`src/payload_aligner_pkg.sv`:
```
// package of constants and carriers for the receive payload aligner register bank.
// assumes a 16-bit processor port and a stream of one byte per clock.
package payload_aligner_pkg;

	localparam int NUM_PATHS = 12;

	// ------------------------------------------------------------
	// direct register offsets
	// ------------------------------------------------------------
	localparam logic [15:0] OFS_IND_ADDR = 16'h0200;
	localparam logic [15:0] OFS_IND_DATA = 16'h0201;
	localparam logic [15:0] OFS_PAYLOAD_CFG = 16'h0202;
	localparam logic [15:0] OFS_POS_JUST_FLAGS = 16'h0203;
	localparam logic [15:0] OFS_NEG_JUST_FLAGS = 16'h0204;
	localparam logic [15:0] OFS_OVERFLOW_FLAGS = 16'h0205;
	localparam logic [15:0] OFS_UNDERFLOW_FLAGS = 16'h0206;
	localparam logic [15:0] OFS_JUST_IRQ_EN = 16'h0207;
	localparam logic [15:0] OFS_FIFO_IRQ_EN = 16'h0208;
	localparam logic [15:0] OFS_STUFF_REGEN = 16'h020A;
	localparam logic [15:0] OFS_SNAPSHOT = 16'h020B;

	// ------------------------------------------------------------
	// indirect register indices
	// ------------------------------------------------------------
	localparam logic [1:0] IND_POS_COUNT = 2'h0;
	localparam logic [1:0] IND_NEG_COUNT = 2'h1;
	localparam logic [1:0] IND_DIAG = 2'h2;

	// ------------------------------------------------------------
	// field positions
	// ------------------------------------------------------------
	localparam int IA_BUSY_BIT = 15;
	localparam int IA_RNW_BIT = 14;
	localparam int IA_SEL_LSB = 8;
	localparam int BYPASS_BIT = 15;
	localparam int PC_STS12C_BIT = 14;
	localparam int PC_TUG3_LSB = 4;
	localparam int DG_REINIT_BIT = 15;
	localparam int DG_SS_LSB = 13;
	localparam int DG_FAST_BIT = 12;
	localparam int DG_DD_LSB = 10;
	localparam int DG_NDF_BIT = 5;
	localparam int DG_AIS_BIT = 3;

	// ------------------------------------------------------------
	// reset values and stream constants
	// ------------------------------------------------------------
	localparam logic [15:0] REG_RESET = 16'h0000;
	localparam logic [12:0] COUNT_MAX = 13'h1FFF;
	localparam logic [6:0] STUFF_COL_A = 7'h1E;
	localparam logic [6:0] STUFF_COL_B = 7'h3B;
	localparam logic [7:0] STUFF_FILL = 8'h00;
	localparam logic [7:0] AIS_FILL = 8'hFF;
	localparam logic [3:0] NDF_ENABLED = 4'h9;
	localparam logic [1:0] SLAVE_SS = 2'h0;

	// ------------------------------------------------------------
	// timing in frames and clocks
	// ------------------------------------------------------------
	localparam logic [2:0] JUST_SPACING_FRAMES = 3'h4;
	localparam logic [1:0] AIS_MIN_FRAMES = 2'h3;
	localparam int SNAPSHOT_LIMIT_CYCLES = 12;

	typedef struct packed {
		logic valid;
		logic frame_start;
		logic [3:0] path;
		logic [6:0] col;
		logic is_h1;
		logic is_h2;
		logic is_h3;
		logic is_spe;
		logic [7:0] data;
	} stream_t;

	typedef struct packed {
		logic rd;
		logic wr;
		logic [15:0] addr;
		logic [15:0] wdata;
	} cpu_req_t;

endpackage

```
`src/payload_aligner_control_status.sv`:
```
// control and status register bank of the receive payload aligner, with the output
// byte path (bypass, stuff regen, forced ais, pointer byte overrides) and justification pacing.
// assumes all inputs come from logic on clk; cpu strobes are one-cycle pulses.
`timescale 1ns/1ps
`default_nettype none

module payload_aligner_control_status #(
	parameter int PATHS = 12
) (
	input wire logic clk,
	input wire logic rst_n,
	input wire payload_aligner_pkg::cpu_req_t cpu_bus_port,
	input wire logic master_cfg_wr,
	output logic [15:0] cpu_rdata,
	input wire payload_aligner_pkg::stream_t stream_in,
	input wire payload_aligner_pkg::stream_t store_out,
	input wire logic [11:0] store_overflow,
	input wire logic [11:0] store_underflow,
	input wire logic [11:0] just_req_pos,
	input wire logic [11:0] just_req_neg,
	output payload_aligner_pkg::stream_t stream_out,
	output logic [11:0] just_grant_pos,
	output logic [11:0] just_grant_neg,
	output logic [11:0] pointer_reinit,
	output logic elastic_store_bypass,
	output logic irq
);
	import payload_aligner_pkg::*;

	// ------------------------------------------------------------
	// helpers
	// ------------------------------------------------------------
	// path number 1..12 to array index; out of range maps to 0 and so reaches the registers of path 1
	function automatic logic [3:0] path_idx(input logic [3:0] p);
		path_idx = (p >= 4'h1 && p <= 4'hC) ? p - 4'h1 : 4'h0;
	endfunction

	// index of the master path of a concatenated payload containing index i
	function automatic logic [3:0] master_of(input logic [3:0] i, input logic [15:0] cfg);
		logic [1:0] grp;
		grp = i[1:0] + 2'(i >= 4'h4) * 2'h0;
		grp = 2'(i % 4'h4);
		if (cfg[PC_STS12C_BIT])
			master_of = 4'h0;
		else if (cfg[grp] || cfg[PC_TUG3_LSB + grp])
			master_of = {2'h0, grp};
		else
			master_of = i;
	endfunction

	function automatic logic [12:0] sat_inc(input logic [12:0] v);
		sat_inc = (v == COUNT_MAX) ? v : v + 13'h1;
	endfunction

	// ------------------------------------------------------------
	// register state
	// ------------------------------------------------------------
	logic [11:0] positive_just_flags;
	logic [11:0] negative_just_flags;
	logic [11:0] fifo_overflow_flags;
	logic [11:0] fifo_underflow_flags;
	logic [11:0] justification_irq_enables;
	logic [11:0] fifo_irq_enables;
	logic [11:0] stuff_column_regen;
	logic bypass_ctl;
	logic [15:0] payload_cfg;
	logic [15:0] ind_addr;
	logic [15:0] ind_data;
	logic ind_busy;
	logic [15:0] diag_pointer_config [PATHS];
	logic [12:0] live_pos [PATHS];
	logic [12:0] live_neg [PATHS];
	logic [12:0] positive_just_count [PATHS];
	logic [12:0] negative_just_count [PATHS];
	logic [2:0] frames_since_just [PATHS];
	logic [1:0] ais_frames [PATHS];
	logic [11:0] ais_active;
	logic [11:0] ndf_frame;

	logic wr;
	logic rd;
	logic snapshot;
	logic [3:0] ind_path;
	logic [3:0] ind_master;
	logic [1:0] ind_sel;
	logic [11:0] grant_pos;
	logic [11:0] grant_neg;
	stream_t sel_stream;
	stream_t next_stream_out;
	logic [15:0] next_rdata;

	assign wr = cpu_bus_port.wr;
	assign rd = cpu_bus_port.rd;
	assign snapshot = (wr && cpu_bus_port.addr == OFS_SNAPSHOT) || master_cfg_wr;
	assign ind_path = path_idx(ind_addr[3:0]);
	assign ind_master = master_of(ind_path, payload_cfg);
	assign ind_sel = ind_addr[IA_SEL_LSB +: 2];

	// ------------------------------------------------------------
	// direct control registers
	// ------------------------------------------------------------
	always_ff @(posedge clk or negedge rst_n)
	begin
		if (!rst_n)
		begin
			justification_irq_enables <= REG_RESET[11:0];
			fifo_irq_enables <= REG_RESET[11:0];
			stuff_column_regen <= REG_RESET[11:0];
			bypass_ctl <= 1'b0;
			payload_cfg <= REG_RESET;
		end
		else if (wr)
		begin
			case (cpu_bus_port.addr)
				OFS_JUST_IRQ_EN: justification_irq_enables <= cpu_bus_port.wdata[11:0];
				OFS_FIFO_IRQ_EN: fifo_irq_enables <= cpu_bus_port.wdata[11:0];
				OFS_STUFF_REGEN:
				begin
					stuff_column_regen <= cpu_bus_port.wdata[11:0];
					bypass_ctl <= cpu_bus_port.wdata[BYPASS_BIT];
				end
				OFS_PAYLOAD_CFG: payload_cfg <= cpu_bus_port.wdata;
				default: ;
			endcase
		end
	end

	// ------------------------------------------------------------
	// event flags: set wins over the read clear
	// ------------------------------------------------------------
	always_ff @(posedge clk or negedge rst_n)
	begin
		if (!rst_n)
		begin
			positive_just_flags <= REG_RESET[11:0];
			negative_just_flags <= REG_RESET[11:0];
			fifo_overflow_flags <= REG_RESET[11:0];
			fifo_underflow_flags <= REG_RESET[11:0];
		end
		else
		begin
			positive_just_flags <= (rd && cpu_bus_port.addr == OFS_POS_JUST_FLAGS ? 12'h000
				: positive_just_flags) | grant_pos;
			negative_just_flags <= (rd && cpu_bus_port.addr == OFS_NEG_JUST_FLAGS ? 12'h000
				: negative_just_flags) | grant_neg;
			fifo_overflow_flags <= (rd && cpu_bus_port.addr == OFS_OVERFLOW_FLAGS ? 12'h000
				: fifo_overflow_flags) | store_overflow;
			fifo_underflow_flags <= (rd && cpu_bus_port.addr == OFS_UNDERFLOW_FLAGS ? 12'h000
				: fifo_underflow_flags) | store_underflow;
		end
	end

	always_ff @(posedge clk or negedge rst_n)
	begin
		if (!rst_n)
			irq <= 1'b0;
		else
			irq <= |((positive_just_flags | negative_just_flags) & justification_irq_enables)
				| |((fifo_overflow_flags | fifo_underflow_flags) & fifo_irq_enables);
	end

	// ------------------------------------------------------------
	// indirect access: one busy cycle, far below the poll software does
	// ------------------------------------------------------------
	always_ff @(posedge clk or negedge rst_n)
	begin
		if (!rst_n)
		begin
			ind_addr <= REG_RESET;
			ind_busy <= 1'b0;
			ind_data <= REG_RESET;
		end
		else
		begin
			// address writes during busy are dropped so an access cannot be retargeted
			if (wr && cpu_bus_port.addr == OFS_IND_ADDR && !ind_busy)
			begin
				ind_addr <= cpu_bus_port.wdata;
				ind_busy <= 1'b1;
			end
			else
				ind_busy <= 1'b0;
			if (ind_busy && ind_addr[IA_RNW_BIT])
			begin
				case (ind_sel)
					IND_POS_COUNT: ind_data <= {3'h0, positive_just_count[ind_master]};
					IND_NEG_COUNT: ind_data <= {3'h0, negative_just_count[ind_master]};
					IND_DIAG: ind_data <= diag_pointer_config[ind_path];
					default: ind_data <= REG_RESET;
				endcase
			end
			else if (wr && cpu_bus_port.addr == OFS_IND_DATA && !ind_busy)
				ind_data <= cpu_bus_port.wdata;
		end
	end

	always_ff @(posedge clk or negedge rst_n)
	begin
		if (!rst_n)
		begin
			for (int i = 0; i < PATHS; i++)
				diag_pointer_config[i] <= REG_RESET;
		end
		else if (ind_busy && !ind_addr[IA_RNW_BIT] && ind_sel == IND_DIAG)
		begin
			for (int i = 0; i < PATHS; i++)
			begin
				if (4'(i) == ind_path
					|| (ind_path == ind_master && master_of(4'(i), payload_cfg) == ind_master))
					diag_pointer_config[i] <= ind_data;
			end
		end
	end

	// ------------------------------------------------------------
	// justification pacing and performance counters
	// ------------------------------------------------------------
	always_comb
	begin
		for (int i = 0; i < PATHS; i++)
		begin
			grant_pos[i] = just_req_pos[i] && !diag_pointer_config[i][DG_REINIT_BIT]
				&& (diag_pointer_config[i][DG_FAST_BIT]
				|| frames_since_just[i] >= JUST_SPACING_FRAMES);
			grant_neg[i] = just_req_neg[i] && !just_req_pos[i]
				&& !diag_pointer_config[i][DG_REINIT_BIT]
				&& (diag_pointer_config[i][DG_FAST_BIT]
				|| frames_since_just[i] >= JUST_SPACING_FRAMES);
		end
	end

	always_ff @(posedge clk or negedge rst_n)
	begin
		if (!rst_n)
		begin
			for (int i = 0; i < PATHS; i++)
				frames_since_just[i] <= JUST_SPACING_FRAMES;
		end
		else
		begin
			for (int i = 0; i < PATHS; i++)
			begin
				if (grant_pos[i] || grant_neg[i])
					frames_since_just[i] <= 3'h0;
				else if (sel_stream.valid && sel_stream.frame_start
					&& frames_since_just[i] < JUST_SPACING_FRAMES)
					frames_since_just[i] <= frames_since_just[i] + 3'h1;
			end
		end
	end

	// snapshot lands in one clock, inside the twelve-clock promise
	always_ff @(posedge clk or negedge rst_n)
	begin
		if (!rst_n)
		begin
			for (int i = 0; i < PATHS; i++)
			begin
				live_pos[i] <= 13'h0000;
				live_neg[i] <= 13'h0000;
				positive_just_count[i] <= 13'h0000;
				negative_just_count[i] <= 13'h0000;
			end
		end
		else
		begin
			for (int i = 0; i < PATHS; i++)
			begin
				if (snapshot)
				begin
					positive_just_count[i] <= live_pos[i];
					negative_just_count[i] <= live_neg[i];
					live_pos[i] <= {12'h000, grant_pos[i]};
					live_neg[i] <= {12'h000, grant_neg[i]};
				end
				else
				begin
					if (grant_pos[i])
						live_pos[i] <= sat_inc(live_pos[i]);
					if (grant_neg[i])
						live_neg[i] <= sat_inc(live_neg[i]);
				end
			end
		end
	end

	always_ff @(posedge clk or negedge rst_n)
	begin
		if (!rst_n)
		begin
			just_grant_pos <= 12'h000;
			just_grant_neg <= 12'h000;
			pointer_reinit <= 12'h000;
			elastic_store_bypass <= 1'b0;
		end
		else
		begin
			just_grant_pos <= grant_pos;
			just_grant_neg <= grant_neg;
			for (int i = 0; i < PATHS; i++)
				pointer_reinit[i] <= diag_pointer_config[i][DG_REINIT_BIT];
			elastic_store_bypass <= bypass_ctl;
		end
	end

	// ------------------------------------------------------------
	// forced ais lasts whole frames and is followed by one ndf frame
	// ------------------------------------------------------------
	assign sel_stream = bypass_ctl ? stream_in : store_out;

	always_ff @(posedge clk or negedge rst_n)
	begin
		if (!rst_n)
		begin
			ais_active <= 12'h000;
			ndf_frame <= 12'h000;
			for (int i = 0; i < PATHS; i++)
				ais_frames[i] <= 2'h0;
		end
		else if (sel_stream.valid && sel_stream.frame_start)
		begin
			for (int i = 0; i < PATHS; i++)
			begin
				ndf_frame[i] <= 1'b0;
				if (diag_pointer_config[i][DG_AIS_BIT])
				begin
					ais_active[i] <= 1'b1;
					if (!ais_active[i])
						ais_frames[i] <= 2'h1;
					else if (ais_frames[i] < AIS_MIN_FRAMES)
						ais_frames[i] <= ais_frames[i] + 2'h1;
				end
				else if (ais_active[i] && ais_frames[i] < AIS_MIN_FRAMES)
					ais_frames[i] <= ais_frames[i] + 2'h1;
				else if (ais_active[i])
				begin
					ais_active[i] <= 1'b0;
					ndf_frame[i] <= 1'b1;
				end
			end
		end
	end

	// ------------------------------------------------------------
	// outgoing byte
	// ------------------------------------------------------------
	always_comb
	begin
		logic [3:0] pi;
		logic [3:0] mi;
		logic [15:0] dg;
		pi = path_idx(sel_stream.path);
		mi = master_of(pi, payload_cfg);
		dg = diag_pointer_config[pi];
		next_stream_out = sel_stream;
		if (!bypass_ctl)
		begin
			if (ais_active[pi] && (sel_stream.is_h1 || sel_stream.is_h2
				|| sel_stream.is_h3 || sel_stream.is_spe))
				next_stream_out.data = AIS_FILL;
			else if (sel_stream.is_spe && stuff_column_regen[pi]
				&& (sel_stream.col == STUFF_COL_A || sel_stream.col == STUFF_COL_B))
				next_stream_out.data = STUFF_FILL;
			else if (sel_stream.is_h1 && mi != pi)
				next_stream_out.data = {NDF_ENABLED, SLAVE_SS, dg[DG_DD_LSB +: 2]};
			else if (sel_stream.is_h1)
			begin
				next_stream_out.data[3:2] = dg[DG_SS_LSB +: 2];
				if (dg[DG_NDF_BIT] || ndf_frame[pi])
					next_stream_out.data[7:4] = NDF_ENABLED;
			end
		end
	end

	always_ff @(posedge clk or negedge rst_n)
	begin
		if (!rst_n)
			stream_out <= '0;
		else
			stream_out <= next_stream_out;
	end

	// ------------------------------------------------------------
	// read port: registered data, unmapped reads return zero
	// ------------------------------------------------------------
	always_comb
	begin
		case (cpu_bus_port.addr)
			OFS_IND_ADDR: next_rdata = {ind_busy, ind_addr[14:0]};
			OFS_IND_DATA: next_rdata = ind_data;
			OFS_PAYLOAD_CFG: next_rdata = payload_cfg;
			OFS_POS_JUST_FLAGS: next_rdata = {4'h0, positive_just_flags};
			OFS_NEG_JUST_FLAGS: next_rdata = {4'h0, negative_just_flags};
			OFS_OVERFLOW_FLAGS: next_rdata = {4'h0, fifo_overflow_flags};
			OFS_UNDERFLOW_FLAGS: next_rdata = {4'h0, fifo_underflow_flags};
			OFS_JUST_IRQ_EN: next_rdata = {4'h0, justification_irq_enables};
			OFS_FIFO_IRQ_EN: next_rdata = {4'h0, fifo_irq_enables};
			OFS_STUFF_REGEN: next_rdata = {bypass_ctl, 3'h0, stuff_column_regen};
			default: next_rdata = 16'h0000;
		endcase
	end

	always_ff @(posedge clk or negedge rst_n)
	begin
		if (!rst_n)
			cpu_rdata <= 16'h0000;
		else if (rd)
			cpu_rdata <= next_rdata;
	end

endmodule

`default_nettype wire

```
`config.mk`:
```
export PLATFORM = sky130hd
export DESIGN_NAME = payload_aligner_control_status
export DESIGN_NICKNAME = d
export VERILOG_FILES = /design/src/payload_aligner_pkg.sv /design/src/payload_aligner_control_status.sv
export SDC_FILE = /design/constraint.sdc
export NUM_CORES = 2
export LEC_CHECK = 0
export BUFFER_PORTS_ARGS = -buffer_cell sky130_fd_sc_hd__buf_2
export CAP_MARGIN = 30
export CORE_UTILIZATION = 31
export CTS_CLUSTER_SIZE = 40
export DETAILED_ROUTE_END_ITERATION = 16
export SYNTH_ARGS = -nofsm -noshare
export SYNTH_HDL_FRONTEND = slang
export SYNTH_SLANG_ARGS = --single-unit
export TNS_END_PERCENT = 20
```
`constraint.sdc`:
```
create_clock -name clk -period 3.75 [get_ports clk]
set_clock_uncertainty 0.1 [all_clocks]
set_input_delay 0.375 -clock clk [delete_from_list [all_inputs] [get_ports clk]]
set_output_delay 0.375 -clock clk [all_outputs]
set_load 0.01 [all_outputs]
```
* Word level (Yosys, flattened, before mapping)
Cells that the tools add are included.
** Word-level totals
- Word-level logic and storage cells :: 938
- Bits in registers :: 1112
- Bits in read-only memories :: 0
- Bits in writable memories :: 0
- Bits in latches :: 0
- Memories :: 0
** Operators by class
- Div/mod/pow operators :: 0
- $add $sub $neg :: 52
- Bitwise logic cells :: 12
- Shift-type cells :: 0
- Eq/ne operators :: 112
- Multiply operators :: 0
- Reductions and logical operators :: 306
- $lt $le $gt $ge :: 48
- Mux-type cells :: 284
** Operator list (count)
- 13-bit two-way mux :: 76
- 13-bit by 1-bit adder with 13-bit output, second input constant :: 24
- 13-bit == test, second input constant :: 24
- 16-bit by 10-bit == test with 1-bit output, second input constant :: 11
- 16-bit one-hot mux with 10 select lines :: 1
- 16-bit binary-select mux with 4-bit select :: 2
- 1-bit logical AND :: 115
- 4-bit two-way mux :: 27
- 13-bit binary-select mux with 4-bit select :: 2
- 2-bit AND reduction :: 52
- 2-bit two-way mux :: 51
- 2-bit nonzero test :: 49
- 3-bit two-way mux :: 32
- 2-bit != test, second input constant :: 36
- 12-bit bitwise OR :: 6
- 1-bit two-way mux :: 69
- 16-bit two-way mux :: 4
- 4-bit == test :: 13
- 1-bit logical OR :: 48
- 12-bit two-way mux :: 4
- 16-bit one-hot mux with 3 select lines :: 1
- 3-bit by 1-bit adder with 3-bit output, second input constant :: 12
- 3-bit >= comparator, second input constant :: 12
- 3-bit < comparator, second input constant :: 12
- other kinds (33) :: 131

* Depth between registers and ports, before layout
- Depth after elaboration :: 16
- Mapped depth :: 17
- Gate-level depth less buffers :: 12

* Least setup slack after synthesis
Ideal clock, no wire load.
- Kind :: reg-to-reg
- Start point :: reg bypass_ctl
- End point :: reg stream_out[4] in the netlist's numbering
- Setup slack :: -327 ps
- Library setup time :: 123 ps
- Path buffers :: 4
- Arrival :: 3854 ps
- Stages on the path, launching flop included :: 16
- Clock period less this slack :: 4077 ps
- Cell sequence :: dfrtp_1 -> buf_2 -> buf_1 -> buf_1 -> mux2i_1 -> ha_1 -> nor2_1 -> o32ai_2 -> or3_1 -> buf_2 -> nand3_1 -> o211ai_1 -> nor3_1 -> a211oi_2 -> nand2_1 -> o221a_2
** RTL lines
- start, declared :: line payload_aligner_control_status.sv:65 : logic bypass_ctl;
- start signal, assigned :: line payload_aligner_control_status.sv:120 : bypass_ctl <= cpu_bus_port.wdata[BYPASS_BIT];
- end signal, assigned :: line payload_aligner_control_status.sv:380 : stream_out <= next_stream_out;
- end, declared :: line payload_aligner_control_status.sv:21 : output payload_aligner_pkg::stream_t stream_out,

* Worst setup path in the final report
- Start point :: reg ind_addr[0]
- End point :: reg ind_data[11]
** Between the ends
- Longest elaborated chain between the ends :: 15
- Elaborated cells between the ends (all ways) :: 26
- Those cells by class :: add/sub: 2; order compare: 2; mux: 18; bitwise: 2; reduce/logical: 2
** RTL lines
- start, declared :: line payload_aligner_control_status.sv:67 : logic [15:0] ind_addr;
- start signal, assigned :: line payload_aligner_control_status.sv:178 : ind_addr <= cpu_bus_port.wdata;
- 4-bit by 1-bit >= comparator with 1-bit output or 4-bit <= comparator (tied branches) :: line payload_aligner_control_status.sv:35 : path_idx = (p >= 4'h1 && p <= 4'hC) ? p - 4'h1 : 4'h0;
- 1-bit logical AND :: line payload_aligner_control_status.sv:35
- 4-bit two-way mux * :: line payload_aligner_control_status.sv:35
- 3-bit by 2-bit adder with 4-bit output :: line payload_aligner_control_status.sv:45 : else if (cfg[grp] || cfg[PC_TUG3_LSB + grp])
- 1-bit binary-select mux with 4-bit select :: line payload_aligner_control_status.sv:45
- 1-bit two-way mux (not written as such) :: line payload_aligner_control_status.sv:45
- 1-bit logical OR :: line payload_aligner_control_status.sv:45
- 4-bit two-way mux :: line payload_aligner_control_status.sv:45
- 4-bit two-way mux :: line payload_aligner_control_status.sv:43 : if (cfg[PC_STS12C_BIT])
- 4-bit inverter with 5-bit output (not written as such) :: line payload_aligner_control_status.sv:186, payload_aligner_control_status.sv:187
- 13-bit binary-select mux with 4-bit select (on tied branches) :: line payload_aligner_control_status.sv:187, payload_aligner_control_status.sv:186
- 13-bit two-way mux (on tied branches) (2 in series) :: line payload_aligner_control_status.sv:187, payload_aligner_control_status.sv:186
- 16-bit one-hot mux with 3 select lines * :: line payload_aligner_control_status.sv:185 : case (ind_sel)
- 16-bit two-way mux * :: line payload_aligner_control_status.sv:183 : if (ind_busy && ind_addr[IA_RNW_BIT])
- end signal, assigned :: line payload_aligner_control_status.sv:186 : IND_POS_COUNT: ind_data <= {3'h0, positive_just_count[ind_master]};
- end signal, assigned :: line payload_aligner_control_status.sv:187 : IND_NEG_COUNT: ind_data <= {3'h0, negative_just_count[ind_master]};
- end signal, assigned :: line payload_aligner_control_status.sv:188 : IND_DIAG: ind_data <= diag_pointer_config[ind_path];
- end, declared :: line payload_aligner_control_status.sv:68 : logic [15:0] ind_data;
Every way passes the cells marked *; elsewhere a longest branch is shown, timed or not. The select of a mux whose other input is x is not followed.
A chain may end at the register's enable or synchronous reset.

==> qor.txt <==
=================================================================================================
Via count of the first global-routing pass                                                 42,400
Post-detailed-route wirelength per cell                                                   21.2 um
CTS clock-pin slew for the worst setup and hold paths                                       70 ps
Simple-gate portion of the synthesized area                                                 0.199
Initial detailed-routing violation count                                                    4,030
Number of iterations in the first detailed-routing pass                                         7
Fraction of the mapped netlist area in compound gates                                       0.113
Boundary pin count                                                                            214
Number of distinct library cell variants in the gate-level netlist after synthesis            104
PnR Total Power                                                                         27,500 uW
Final Hold Vio Count                                                                            0
Async SR Flop Fraction                                                                       1.00
Synth top area share                                                                        0.519
Detailed-route via count                                                                   43,500
Filler Cells Inserted                                                                      16,700
Arrival time reported for the critical path endpoint                                      4210 ps
Post-Synthesis Net Count                                                                    5,712
Gr usage total                                                                              0.199
Largest net degree at the start of global routing                                             132
H-tree lvl count                                                                                3
Layout area overhead                                                                        19.5%
Number of antenna violations at the first check in global routing                               2
Leakage                                                                                 0.0291 uW
Clock sink total                                                                            1,112
Final core utilization                                                                      0.374
Synthesized cell area                                                                 53,000 um^2
Proportion of synthesized chip area in sequential cells                                     0.525
Synthesized area divided by synthesized cell count                                      9.59 um^2
Worst setup path class                                                                 reg -> reg
Maximum operating frequency                                                             0.272 GHz
Number of violations of the max-capacitance limit                                               0
Site Rows                                                                                     151
Core box area                                                                        169,000 um^2
Share of the synthesized netlist area taken by xor and xnor gates                          0.0350
Die area                                                                             173,000 um^2
Library cell with the largest summed area after synthesis                            sky130_fd_sc_hd__dfrtp_1
Portion of netlist area occupied by mux cells                                              0.0875
DIE HEIGHT                                                                                 415 um
Starting utilization of the core area                                                       0.313
Crit path max fanout                                                                           17
Worst min path class                                                                    in -> reg
Dominant combinational cell family by area after synthesis                           simple AND/OR/NAND/NOR gates
Slew of the pin with the lowest slew margin                                                945 ps
Layout Cell Area excl Fill                                                            63,300 um^2
First-pass GRT wire length                                                             267,000 um
Minimum clock period after layout                                                         3680 ps
Worst endpoint required time                                                              4280 ps
Power density over cell area                                                          434 nW/um^2
Post-layout net count                                                                       6,119
Latest clock arrival within the worst-skew pair                                            770 ps
Critical path startpoint category                                                        register
Detailed placer's ending HPWL                                                          126,000 um
Grt total ovfl                                                                                  0
R2R setup slack                                                                             70 ps
Remaining antenna violation count after routing                                                 0
Number of buffers inserted by port buffering                                                  213
Post-synth EDFFs                                                                                0
Setup repair after global routing missed its margin                                          true
Primary FF master, synth                                                             sky130_fd_sc_hd__dfrtp_1
Largest cells by area after synthesis                                                sky130_fd_sc_hd__dfrtp_1, sky130_fd_sc_hd__nand2_1, sky130_fd_sc_hd__mux2_2
X dimension of the die                                                                     415 um
Placer congestion estimate                                                                  0.950
Post-route DRC                                                                                  0
TritonCTS clock tree                                                                         done
Routed WL                                                                              175,000 um
Yosys warnings                                                                                  0
Synth Register Bits                                                                         1,112
Post-CTS setup buffers                                                                          0
CTS Buf Count                                                                                 117
Synth Area in Adders                                                                       0.0123
Share of final-layout standard cells stronger than drive strength 1                         0.162
Post-route clock period utilization                                                         0.982
Via/cell ratio                                                                               5.28
Max Slew Vio Count                                                                              0
Kind of end point of the critical path                                                   register
Cell chosen for the clock root                                                       sky130_fd_sc_hd__clkbuf_16
Placed standard-cell area                                                             58,100 um^2
Relative slew margins                                                                       0.368
Fin Hold WS                                                                               77.0 ps
Result of the run                                                                    finished clean
Gate count after technology mapping                                                         5,525
Clock Path Buffers                                                                              3
Final setup viols                                                                               0
Maximum resistive drop on vdd                                                          0.000372 V
=================================================================================================
[Yosys cell counts, types with 61 or more instances]
cell type and n:
sky130_fd_sc_hd__nand2_1 1409, sky130_fd_sc_hd__dfrtp_1 1100, sky130_fd_sc_hd__nor2_1 441, sky130_fd_sc_hd__mux2_2 237, sky130_fd_sc_hd__a21oi_1 229, sky130_fd_sc_hd__clkbuf_1 226
sky130_fd_sc_hd__nand3_1 213, sky130_fd_sc_hd__o21ai_0 211, sky130_fd_sc_hd__xor2_1 147, sky130_fd_sc_hd__mux2i_1 118, sky130_fd_sc_hd__nand4_1 96, sky130_fd_sc_hd__a22oi_1 78
sky130_fd_sc_hd__nor3_1 78, sky130_fd_sc_hd__inv_1 71, sky130_fd_sc_hd__o22ai_1 66, sky130_fd_sc_hd__xnor2_1 65, sky130_fd_sc_hd__or3_1 61
[flip-flops by register name, summed over array words and instances, names as in the netlist, 24 cells and up]
name                 count
live_pos               156
negative_just_count    156
positive_just_count    156
stream_out              25
diag_pointer_config    192
frames_since_just       36
live_neg               156
ais_frames              24
[timing repair]
action,4_1_cts,5_1_grt
setup endpoints to repair,1,10
gates cloned,0,0
hold endpoints to repair,235,0
resized for setup,2,6
hold buffers,127,0
pin swaps,0,1
[layout by cell type, fill, tap and decap left out, drive strengths merged, types with 20 or more instances in the layout]
cell,instances
nand3,213
nand2,1411
o221ai,23
buf,453
a221oi,30
nor3,83
xnor2,65
nor2,446
or3,61
ha,52
o22ai,67
a22o,34
dfrtp,1100
dlygate4sd3,127
and3,35
o211ai,20
a21oi,232
clkbuf,169
a22oi,78
inv,78
o31ai,22
mux2,293
mux2i,120
xor2,147
o21ai,213
a21o,45
nand4,96
clkinv,25
[logic make-up after synthesis]
family / Yosys count
xor+xnor: 212
compound gates: 911
buf+inv: 367
flops: 1112
simple gates: 2454
fa+ha+maj: 52
mux: 417
[area by class of cell]
| class | instances | area [um^2] | share of cell area |
|---|---|---|---|
| Antenna cell | 1 | 2.50 | 0.0000395 |
| Multi-Input combinational cell | 4046 | 23900 | 0.377 |
| Inverter | 75 | 282 | 0.00444 |
| Timing Repair Buffer | 580 | 4650 | 0.0734 |
| Clock buffer | 169 | 3390 | 0.0536 |
| Tap cell | 2218 | 2780 | 0.0438 |
| Sequential cell | 1112 | 27800 | 0.440 |
| Clock inverter | 41 | 497 | 0.00784 |
[critical path, stage by stage, from the launching register on]
cell,delay [ps]
sky130_fd_sc_hd__dfrtp_2,460
sky130_fd_sc_hd__ha_1,320
sky130_fd_sc_hd__or4b_1,670
sky130_fd_sc_hd__and3_4,330
sky130_fd_sc_hd__buf_4,220
sky130_fd_sc_hd__nand2_1,70
sky130_fd_sc_hd__a21oi_1,60
sky130_fd_sc_hd__o21ai_0,440
sky130_fd_sc_hd__buf_4,200
sky130_fd_sc_hd__o21ai_0,180
sky130_fd_sc_hd__a221oi_1,370
sky130_fd_sc_hd__a211oi_1,90
[metal layers]
| layer | up-vias | share of wire | global-route usage |
|---|---|---|---|
| li1 | 19900 | - | - |
| met1 | 21800 | 0.42 | 0.259 |
| met2 | 1469 | 0.47 | 0.321 |
| met3 | 318 | 0.062 | 0.0334 |
| met4 | 0 | 0.052 | 0.0983 |
| met5 | - | 0 | 0 |
[worst paths after layout]
check,endpoint,depth (start not counted),startpoint
setup / recovery,ind_data[11],11,ind_addr[0]
min in group asynchronous,payload_cfg[8],2,rst_n
hold reg to reg,positive_just_count[100],2,positive_just_count[100]
hold / removal,just_grant_neg[3],3,just_req_pos[3]
max in group asynchronous,positive_just_count[0],3,rst_n
setup reg to reg,ind_data[11],11,ind_addr[0]
[stage by stage]
step / TNS [ps] / cells / setup WS, ps
2_1_floorplan: 0 / 5525 / 2.76
3_3_place_gp: -78.9 / 7902 / -78.9
3_5_place_dp: -142 / 7904 / -142
4_1_cts: 0 / 8241 / 43.7
5_1_grt: 0 / 8241 / 0.696
6_report: 0 / 8242 / 67.1
[where the power goes]
part | total [uW] | internal, uW | switching (uW)
Sequential | 13000 | 12500 | 467
Combinational | 2550 | 943 | 1600
Clock | 11900 | 6820 | 5090
Total | 27500 | 20300 | 7160
Note: power is estimated with default switching activity, not from simulation.
